$ cat config.mk
export PLATFORM = sky130hd
export DESIGN_NAME = acd_action_decoder
export DESIGN_NICKNAME = d
export VERILOG_FILES = /design/src/pkg/acd_pkg.sv /design/src/verilog/acd_action_decoder.sv /design/src/verilog/acd_field_slice.sv
export VERILOG_INCLUDE_DIRS = /design/src /design/src/pkg
export SDC_FILE = /design/constraint.sdc
export NUM_CORES = 1
export LEC_CHECK = 0
export ABC_AREA = 1
export BUFFER_PORTS_ARGS = -buffer_cell sky130_fd_sc_hd__buf_4
export CORE_AREA = 2 2 100 121
export CTS_CLUSTER_SIZE = 28
export DETAILED_ROUTE_END_ITERATION = 12
export DIE_AREA = 0 0 102 123
export GPL_TIMING_DRIVEN = 1
export PLACE_DENSITY = 0.93
export SYNTH_ARGS = -nofsm -noshare
export SYNTH_HDL_FRONTEND = slang
export SYNTH_SLANG_ARGS = --single-unit
$ cat constraint.sdc
create_clock -name clk -period 2.9 [get_ports clk]
set_clock_uncertainty 0.2 [all_clocks]
set_input_delay 0.29 -clock clk [delete_from_list [all_inputs] [get_ports clk]]
set_output_delay 0.29 -clock clk [all_outputs]
set_load 0.02 [all_outputs]
$ cat src/pkg/acd_defs.svh
// Purpose: field positions, codes and register offsets of the action decoder
// Assumes: included by bare name from the package and the design modules
// Notes:   definitions only
`ifndef ACD_DEFS_SVH
`define ACD_DEFS_SVH

// action word layout
`define ACD_ACT_W         40
`define ACD_MODE_LSB      5
`define ACD_MODE_W        2
`define ACD_LRN_BIT       8
`define ACD_POL_ON_BIT    9
`define ACD_POL_SEL_LSB   10
`define ACD_POL_SEL_W     9
`define ACD_EXCL_BIT      19
`define ACD_PSET_LSB      20
`define ACD_PSET_W        11
`define ACD_REW_LSB       31
`define ACD_REW_W         9

// rewrite command codes
`define ACD_REW_NOP       4'h0
`define ACD_REW_SWAP      4'h8
`define ACD_REW_ORIGIN    4'h9
`define ACD_REW_ONE_STEP  3'h2
`define ACD_REW_TWO_STEP  3'h3
`define ACD_REW_ADDSUB    7
`define ACD_REW_DLY_BIT   5
`define ACD_REW_DSEL_LSB  3
`define ACD_REW_ID_LSB    3
`define ACD_REW_ID_W      6

// register map, byte addresses
`define ACD_ADDR_W        8
`define ACD_REG_CTRL      8'h00
`define ACD_REG_BACKPLANE 8'h04
`define ACD_REG_LAST_REW  8'h08
`define ACD_REG_COUNTS    8'h0C
`define ACD_CTRL_RESET    1'h1
`define ACD_BKPL_RESET    12'h000
`define ACD_CNT_W         16

`endif

$ cat src/pkg/acd_pkg.sv
// Purpose: types shared by the action decoder modules
// Assumes: acd_defs.svh gives the field widths
// Notes:   one-hot codes are written out for the rewrite kind
`include "acd_defs.svh"

package acd_pkg;

    // egress port-set treatment
    typedef enum logic [1:0]
    {
        ACD_MODE_NONE     = 2'h0,
        ACD_MODE_PERMIT   = 2'h1,
        ACD_MODE_POLICY   = 2'h2,
        ACD_MODE_REDIRECT = 2'h3
    } acd_mode_t;

    // delay adjustment select of one-step timing
    typedef enum logic [1:0]
    {
        ACD_DLY_NONE = 2'h0,
        ACD_DLY_ONE  = 2'h1,
        ACD_DLY_TWO  = 2'h2,
        ACD_DLY_RSVD = 2'h3
    } acd_dly_t;

    // rewrite operation class, one-hot
    typedef enum logic [5:0]
    {
        ACD_RK_NOP    = 6'h01,
        ACD_RK_SWAP   = 6'h02,
        ACD_RK_ONE    = 6'h04,
        ACD_RK_TWO    = 6'h08,
        ACD_RK_ORIGIN = 6'h10,
        ACD_RK_OTHER  = 6'h20
    } acd_rew_kind_t;

endpackage : acd_pkg

$ cat src/verilog/acd_action_decoder.sv
// Purpose: decode and merge the two access-control lookup action words
// Assumes: both lookups always return a word (hit or default) with result_valid
// Notes:   decode path is combinational; the register port, the counters and the command capture are clocked
//
// The register addresses and the plain strobed port are this design's own decisions.
`include "acd_defs.svh"

module acd_action_decoder
    import acd_pkg::*;
#(
    parameter int CPU_PORT = 10,   // bit of the port set that is the CPU port
    parameter int IGR_PORTS = 12   // number of ingress port numbers
)
(
    input  wire logic                      clk,
    input  wire logic                      rst,
    // lookup results
    input  wire logic                      result_valid,
    input  wire logic [`ACD_ACT_W-1:0]     action_first,
    input  wire logic [`ACD_ACT_W-1:0]     action_second,
    input  wire logic [3:0]                ingress_port,
    input  wire logic [`ACD_PSET_W-1:0]    fwd_filter_set,
    input  wire logic [`ACD_PSET_W-1:0]    addr_lookup_set,
    // to the forwarding stage
    output logic                           out_valid,
    output logic                           learn_suppress,
    output logic                           police_on,
    output logic [`ACD_POL_SEL_W-1:0]      policer_select,
    output logic                           policer_exclusive,
    output logic [1:0]                     port_set_mode,
    output logic [`ACD_PSET_W-1:0]         egress_port_set,
    output logic [`ACD_PSET_W-1:0]         fwd_dest_set,
    // to the egress rewriter
    output logic [`ACD_REW_W-1:0]          rewrite_command,
    output logic                           rew_none,
    output logic                           rew_mac_swap,
    output logic                           rew_ptp_one_step,
    output logic                           rew_corr_addsub,
    output logic                           rew_add_egress_dly,
    output logic                           rew_sub_rx_dly,
    output logic [1:0]                     rew_dly_sel,
    output logic                           rew_ptp_two_step,
    output logic [`ACD_REW_ID_W-1:0]       rew_ts_id,
    output logic                           rew_ptp_origin,
    // register port
    input  wire logic [`ACD_ADDR_W-1:0]    reg_addr,
    input  wire logic [31:0]               reg_wdata,
    input  wire logic                      reg_wr,
    input  wire logic                      reg_rd,
    output logic [31:0]                    reg_rdata
);

    // classify a rewrite command; used for the live and the logged command
    function automatic acd_rew_kind_t rew_kind(input logic [`ACD_REW_W-1:0] cmd);
        acd_rew_kind_t k;
        k = ACD_RK_OTHER;
        if (cmd[3:0] == `ACD_REW_NOP)
            k = ACD_RK_NOP;
        else if (cmd[3:0] == `ACD_REW_SWAP)
            k = ACD_RK_SWAP;
        else if (cmd[3:0] == `ACD_REW_ORIGIN)
            k = ACD_RK_ORIGIN;
        else if (cmd[2:0] == `ACD_REW_ONE_STEP)
            k = ACD_RK_ONE;
        else if (cmd[2:0] == `ACD_REW_TWO_STEP)
            k = ACD_RK_TWO;
        return k;
    endfunction : rew_kind

    // fields of the first lookup
    acd_mode_t                   f_mode;
    logic                        f_lrn;
    logic                        f_pol_on;
    logic [`ACD_POL_SEL_W-1:0]   f_pol_sel;
    // exclusive bit of the first lookup is left open: honoured from the second only
    logic [`ACD_PSET_W-1:0]      f_pset;
    logic [`ACD_REW_W-1:0]       f_rew;
    // fields of the second lookup
    acd_mode_t                   s_mode;
    logic                        s_lrn;
    // police-on of the second lookup is left open: honoured from the first only
    // policer index of the second lookup is left open with it
    logic                        s_excl;
    logic [`ACD_PSET_W-1:0]      s_pset;
    logic [`ACD_REW_W-1:0]       s_rew;

    // software state
    logic                        enable_q;      // actions applied when set
    logic [IGR_PORTS-1:0]        backplane_q;   // ingress ports in backplane mode
    logic [`ACD_REW_W-1:0]       last_rew_q;    // last merged rewrite command
    logic [`ACD_CNT_W-1:0]       frame_cnt_q;   // decoded results
    logic [`ACD_CNT_W-1:0]       lrn_cnt_q;     // results with learning suppressed
    logic [31:0]                 rdata_q;       // read data, one cycle after strobe

    // merged and decoded values
    acd_mode_t                   m_mode;
    logic [`ACD_PSET_W-1:0]      m_pset;
    logic [`ACD_REW_W-1:0]       m_rew;
    acd_rew_kind_t               m_kind;
    logic                        on_backplane;
    logic [`ACD_PSET_W-1:0]      normal_set;
    logic [`ACD_PSET_W-1:0]      acted_set;
    logic [`ACD_PSET_W-1:0]      cpu_bit;

    acd_field_slice u_first
    (
        .action_word                  (action_first),
        .port_set_mode                (f_mode),
        .learn_suppress               (f_lrn),
        .acl_police_on                (f_pol_on),
        .acl_policer_select           (f_pol_sel),
        .classifier_policer_exclusive (),
        .egress_port_set              (f_pset),
        .rewrite_command              (f_rew)
    );

    acd_field_slice u_second
    (
        .action_word                  (action_second),
        .port_set_mode                (s_mode),
        .learn_suppress               (s_lrn),
        .acl_police_on                (),
        .acl_policer_select           (),
        .classifier_policer_exclusive (s_excl),
        .egress_port_set              (s_pset),
        .rewrite_command              (s_rew)
    );

    // merge the port-set treatment of the two lookups
    always_comb
    begin
        // stronger mode wins: none < permit < policy < redirect
        m_mode = (s_mode > f_mode) ? s_mode : f_mode;
        if (s_mode == ACD_MODE_REDIRECT || f_mode == ACD_MODE_NONE)
            m_pset = s_pset;
        else if (s_mode == ACD_MODE_NONE)
            m_pset = f_pset;
        else
            m_pset = f_pset & s_pset;
        // disabled block passes forwarding through unchanged
        if (!enable_q)
            m_mode = ACD_MODE_NONE;
    end

    assign m_rew = (s_rew[3:0] == `ACD_REW_NOP) ? f_rew : s_rew;

    assign out_valid = result_valid;

    assign learn_suppress = enable_q & (f_lrn | s_lrn);

    assign police_on = enable_q & f_pol_on;

    assign policer_select = f_pol_sel;

    assign policer_exclusive = enable_q & s_excl;

    assign port_set_mode = m_mode;
    assign egress_port_set = m_pset;

    // forwarding set with the merged port set applied
    always_comb
    begin
        normal_set = fwd_filter_set & addr_lookup_set;
        case (m_mode)
            ACD_MODE_PERMIT:   acted_set = normal_set & m_pset;
            ACD_MODE_POLICY:   acted_set = fwd_filter_set & m_pset;
            ACD_MODE_REDIRECT: acted_set = m_pset;
            default:           acted_set = normal_set;
        endcase
    end

    assign cpu_bit = `ACD_PSET_W'(1) << CPU_PORT;
    assign fwd_dest_set = (acted_set & ~cpu_bit) | (normal_set & cpu_bit);

    assign rewrite_command = enable_q ? m_rew : `ACD_REW_W'(0);
    assign m_kind = enable_q ? rew_kind(m_rew) : ACD_RK_NOP;

    assign rew_none = (m_kind == ACD_RK_NOP);

    assign rew_mac_swap = (m_kind == ACD_RK_SWAP);

    assign rew_ptp_one_step = (m_kind == ACD_RK_ONE);

    assign rew_corr_addsub = rew_ptp_one_step & m_rew[`ACD_REW_ADDSUB];

    assign rew_add_egress_dly = rew_ptp_one_step & m_rew[`ACD_REW_DLY_BIT];

    // backplane ingress ports keep their rx stamp as received
    assign on_backplane = (int'(ingress_port) < IGR_PORTS) ? backplane_q[ingress_port] : 1'b0;

    assign rew_sub_rx_dly = rew_ptp_one_step & m_rew[`ACD_REW_DLY_BIT] & ~on_backplane;

    assign rew_dly_sel = rew_ptp_one_step ? m_rew[`ACD_REW_DSEL_LSB +: 2] : ACD_DLY_NONE;

    assign rew_ptp_two_step = (m_kind == ACD_RK_TWO);
    assign rew_ts_id = rew_ptp_two_step ? m_rew[`ACD_REW_ID_LSB +: `ACD_REW_ID_W] : `ACD_REW_ID_W'(0);

    assign rew_ptp_origin = (m_kind == ACD_RK_ORIGIN);

    // control register; clearing enable turns every action into a no-op
    always_ff @(posedge clk or posedge rst)
    begin
        if (rst)
            enable_q <= `ACD_CTRL_RESET;
        else if (reg_wr && reg_addr == `ACD_REG_CTRL)
            enable_q <= reg_wdata[0];
    end

    // backplane port mask register
    always_ff @(posedge clk or posedge rst)
    begin
        if (rst)
            backplane_q <= IGR_PORTS'(`ACD_BKPL_RESET);
        else if (reg_wr && reg_addr == `ACD_REG_BACKPLANE)
            backplane_q <= reg_wdata[IGR_PORTS-1:0];
    end

    // capture of the last merged command for software
    always_ff @(posedge clk or posedge rst)
    begin
        if (rst)
            last_rew_q <= `ACD_REW_W'(0);
        else if (result_valid)
            last_rew_q <= rewrite_command;
    end

    // counters; a write to the count register clears both, a result in
    // the same cycle still counts so no event is lost
    always_ff @(posedge clk or posedge rst)
    begin
        if (rst)
        begin
            frame_cnt_q <= `ACD_CNT_W'(0);
            lrn_cnt_q   <= `ACD_CNT_W'(0);
        end
        else if (reg_wr && reg_addr == `ACD_REG_COUNTS)
        begin
            frame_cnt_q <= `ACD_CNT_W'(result_valid);
            lrn_cnt_q   <= `ACD_CNT_W'(result_valid & learn_suppress);
        end
        else if (result_valid)
        begin
            frame_cnt_q <= frame_cnt_q + `ACD_CNT_W'(1);
            if (learn_suppress)
                lrn_cnt_q <= lrn_cnt_q + `ACD_CNT_W'(1);
        end
    end

    // read data, valid only in the cycle after the strobe
    always_ff @(posedge clk or posedge rst)
    begin
        if (rst)
            rdata_q <= 32'h0;
        else if (!reg_rd)
            rdata_q <= 32'h0;
        else if (reg_addr == `ACD_REG_CTRL)
            rdata_q <= 32'(enable_q);
        else if (reg_addr == `ACD_REG_BACKPLANE)
            rdata_q <= 32'(backplane_q);
        else if (reg_addr == `ACD_REG_LAST_REW)
            rdata_q <= {7'h0, rew_kind(last_rew_q), 10'h0, last_rew_q};
        else if (reg_addr == `ACD_REG_COUNTS)
            rdata_q <= {lrn_cnt_q, frame_cnt_q};
        else
            rdata_q <= 32'h0;  // unmapped reads as zero
    end

    assign reg_rdata = rdata_q;

endmodule : acd_action_decoder

$ cat src/verilog/acd_field_slice.sv
// Purpose: cut the fields of one returned action word
// Assumes: word is stable while the lookup result is valid
// Notes:   purely combinational, fixed bit positions
`include "acd_defs.svh"

module acd_field_slice
    import acd_pkg::*;
(
    input  wire logic [`ACD_ACT_W-1:0]     action_word,
    output acd_mode_t                      port_set_mode,
    output logic                           learn_suppress,
    output logic                           acl_police_on,
    output logic [`ACD_POL_SEL_W-1:0]      acl_policer_select,
    output logic                           classifier_policer_exclusive,
    output logic [`ACD_PSET_W-1:0]         egress_port_set,
    output logic [`ACD_REW_W-1:0]          rewrite_command
);

    assign port_set_mode = acd_mode_t'(action_word[`ACD_MODE_LSB +: `ACD_MODE_W]);
    assign learn_suppress = action_word[`ACD_LRN_BIT];
    assign acl_police_on = action_word[`ACD_POL_ON_BIT];
    assign acl_policer_select = action_word[`ACD_POL_SEL_LSB +: `ACD_POL_SEL_W];
    assign classifier_policer_exclusive = action_word[`ACD_EXCL_BIT];
    assign egress_port_set = action_word[`ACD_PSET_LSB +: `ACD_PSET_W];
    assign rewrite_command = action_word[`ACD_REW_LSB +: `ACD_REW_W];

endmodule : acd_field_slice

==> metrics.md <==
| Metric | Value |
|---|---|
| Outcome | `completed` |
| CTS tree | `done` |
| Full die area | `12,500 um^2` |
| Combinational power share | `0.233` |
| R2R cell count | `7` |
| Gate Count Post-Synth | `779` |
| Post-Synth Simple-Gate Area | `0.355` |
| Mux share of post-synthesis cell area | `0` |
| CTS buffer count | `9` |
| Ratio of cells with drive above 1 in the final layout | `0.244` |
| Synth Area in Adders | `0.0186` |
| Antenna violations before repair | `0` |
| HPWL after detailed placement | `12,600 um` |
| Worst path top cell family by delay | `buffers and inverters` |
| P_leak | `0.00405 uW` |
| Post-synthesis compound-gate area fraction | `0.105` |
| Post-DRT Antenna Nets | `0` |
| Synth cell types | `39` |
| DRC | `0` |
| Footprint of the multi-input gates | `2630 um^2` |
| Largest cells by area after synthesis | `dfrtp_1, nand2_1, nor2_1, inv_1, nand3_1` |
| Pint | `2270 uW` |
| Net switching power | `1060 uW` |
| Worst reg2reg path endpoint | `lrn_cnt_q[5]$_DFFE_PP0P_` |
| DIE HEIGHT | `123 um` |
| CP Launch Type | `register` |
| Post-Syn Area | `5380 um^2` |
| # setup viols final | `0` |
| Placed cell area | `6850 um^2` |
| Clk Latency, worst-skew pair | `0.34 ns` |
| Post-synth net total | `938` |
| CP required | `2.41 ns` |
| Post-synthesis xor/xnor area fraction | `0.00651` |
| Max FO, Critical Path | `12` |
| Hold/Removal Path Class | `in2reg` |
| Hold Path Depth | `3` |
| Largest net degree at the start of global routing | `87` |
| First-pass GRT wire length | `25,900 um` |
| DR WL/cell | `14.7 um` |
| Root Buffer | `clkbuf_16` |
| Die width | `102 um` |
| Maxcap violations | `0` |
| Synth top area share | `0.395` |
| Switching Share | `0.318` |
| Final hold viol count | `0` |
| CP Data Arrival Time | `2.27 ns` |
| Main combinational cell family by area after synthesis | `simple AND/OR/NAND/NOR gates` |
| Fmax | `363 MHz` |
| Reg clk slew, reported paths | `0.06 ns` |
| FF-to-FF setup slack | `1.03 ns` |
| Final period utilization | `0.951` |
| Worst slew pin tran | `0.524 ns` |
| CTS H-tree lvls | `3` |
| Antenna cells | `0` |
| Pwr dens | `460 nW/um^2` |
| Synth area leader | `dfrtp_1` |
| Hold slack final | `0.000395 ns` |
| Post-synthesis register bit count | `86` |
| Via density | `5.34` |
| GR Overflow Total | `0` |
| DRT iter0 DRCs | `434` |
| Pre-CTS WS | `0.0939 ns` |
| Buf/Inv on CP | `4` |
| Global placement routability congestion | `1.00` |
| Setup TNS | `0 ns` |
| Crit path time final | `2.76 ns` |
| CTS Buffer Depth | `2` |
| Detailed-route wire length | `16,500 um` |
| Pre-Repair DR Iteration Count | `5` |
| Max transition margin | `0.650` |
| Ys Warns | `0` |
| FF+latch area | `2150 um^2` |
| Initial Util | `0.472` |
| Hold EP | `backplane_q[8]$_DFFE_PP0P_` |
| Core Region | `11,400 um^2` |
| Clk pwr share | `0.335` |
| # rows | `43` |
| Setup CP Type | `reg2out` |
| Vias | `6,002` |
| Worst Hold Launch | `reg_wdata[8]` |
| R2R Path Start | `enable_q$_DFFE_PP1P_` |
| Nets | `1,122` |
| Peak VDD IR | `0.381 mV` |
| CP Cell Sequence | `inv_2, a21oi_1, o21ai_1, inv_1, ha_1, clkinv_2, nand2_1, nand2_1, o21ai_1, buf_4` |
| Slowest stage cell on the critical path | `dfstp_2` |
| Final Max Tran Viols | `0` |
| Vias in the first global route | `5,623` |
| Global Route Usage Sum | `0.265` |
| Syn avg cell area | `6.91 um^2` |
| Worst setup EP type | `output pin` |
| Io pins | `245` |
| Area grow syn2layout | `34.6%` |
| Design area | `7250 um^2` |
| Filler Cell Count | `973` |
| Flop pwr share | `0.432` |
| TritonCTS Sinks | `86` |
| Worst stage delay on the critical path | `0.53 ns` |
| Seq/Total Area, Yosys | `0.400` |
| Port bufs | `183` |
| PnR worst setup slack | `0.142 ns` |
-- cell usage after synthesis --
master     number
nand2_1       214
nor2_1        108
inv_1         104
dfrtp_1        85
nand3_1        68
o21ai_0        37
a21oi_1        20
nand4_1        20
o211ai_1       15
o22ai_1        13
buf_4          11
nor3_1         11
ha_1            8
clkbuf_1        7
buf_2           6
nand2_2         6
inv_2           5
o21ai_1         5
buf_6           4
a31oi_1         3
nand2_4         3
nor3b_1         3
o21ai_2         3
xor2_1          3
clkinv_1        2
nor2_4          2
and2_1          1
buf_1           1
clkinv_2        1
dfstp_2         1
inv_4           1
nand3_4         1
nor2_2          1
nor2_8          1
nor3_2          1
o2111ai_1       1
o21bai_1        1
or2_1           1
xnor2_1         1
-- cells in the final DEF, fill, tap and decap left out, types with 11 or more instances in the layout --
cell,synthesis,routed
nor3_1,11,11
nand2_1,214,214
buf_4,11,191
nor2_1,108,107
nand4_1,20,20
o22ai_1,13,13
dfrtp_1,85,85
nand3_1,68,68
inv_1,104,103
o211ai_1,15,15
a21oi_1,20,20
o21ai_0,37,26
o21ai_1,5,16
-- state kept, by name, indices dropped and copies added (netlist names) --
name	flops
last_rew_q	9
reg_rdata	32
lrn_cnt_q	16
backplane_q	12
frame_cnt_q	16
enable_q	1
-- how the worst max path moves through the flow --
stage / start / endpoint / slack (ns) / cells past startpoint
CTS: enable_q$_DFFE_PP1P_ / fwd_dest_set[6] / 0.02 / 10
global placement: action_first[6] / fwd_dest_set[8] / 0.13 / 14
finish: enable_q$_DFFE_PP1P_ / fwd_dest_set[8] / 0.14 / 10
global route: enable_q$_DFFE_PP1P_ / fwd_dest_set[8] / -0.01 / 10
floorplan: enable_q$_DFFE_PP1P_ / fwd_dest_set[1] / 0.007 / 10
detailed placement: action_first[6] / fwd_dest_set[8] / 0.09 / 14
-- worst min-delay path, delay by kind of cell --
family | cells | cell delay (ns)
buffers and inverters | 1 | 0.08
AND/OR/NAND/NOR | 2 | 0.14
-- cell type report --
class / count / share of cell area
multi-input cells: 551 / 0.363
flip-flops and latches: 86 / 0.297
repair buffers: 202 / 0.214
inverters: 113 / 0.0594
clock buffers: 11 / 0.0321
well taps: 157 / 0.0271
clock inverters: 4 / 0.00673
-- power groups by stage --
stage	sequential (uW)	combinational, uW	clock [uW]
6_report	1440	777	1120
5_1_grt	1460	869	1180
4_1_cts	1430	766	1130
3_5_place_dp	1450	750	0
3_3_place_gp	1450	727	0
2_1_floorplan	1420	490	0
-- per-stage QoR --
stage,power (uW),utilization,std cells
2_1_floorplan,1910,-,779
3_3_place_gp,2180,0.600,1099
3_5_place_dp,2200,0.600,1099
4_1_cts,3330,0.633,1123
5_1_grt,3500,0.635,1124
6_report,3330,0.635,1124
-- routing by layer --
metal,vias up,global-route usage,part of all wire
met2,314,0.484,0.52
met4,0,0.130,0.049
met3,65,0.0537,0.076
met5,-,0,0
li1,2862,-,-
met1,2761,0.289,0.35
-- cell families after synthesis --
| group | Yosys count |
|---|---|
| buffers and inverters | 142 |
| adder cells (fa/ha/maj) | 8 |
| XOR/XNOR | 4 |
| flip-flops | 86 |
| AND/OR/NAND/NOR | 441 |
| AO/OA/AOI/OAI | 98 |
-- repair_timing --
action / 4_1_cts / 5_1_grt
pin swaps: 0 / 1
setup endpoints to repair: 1 / 8
gates resized for setup: 1 / 5
hold endpoints to repair: 93 / 1
hold buffers: 9 / 1
buffers inserted: 0 / 0
No activity file was read; power rests on OpenSTA's default activity.
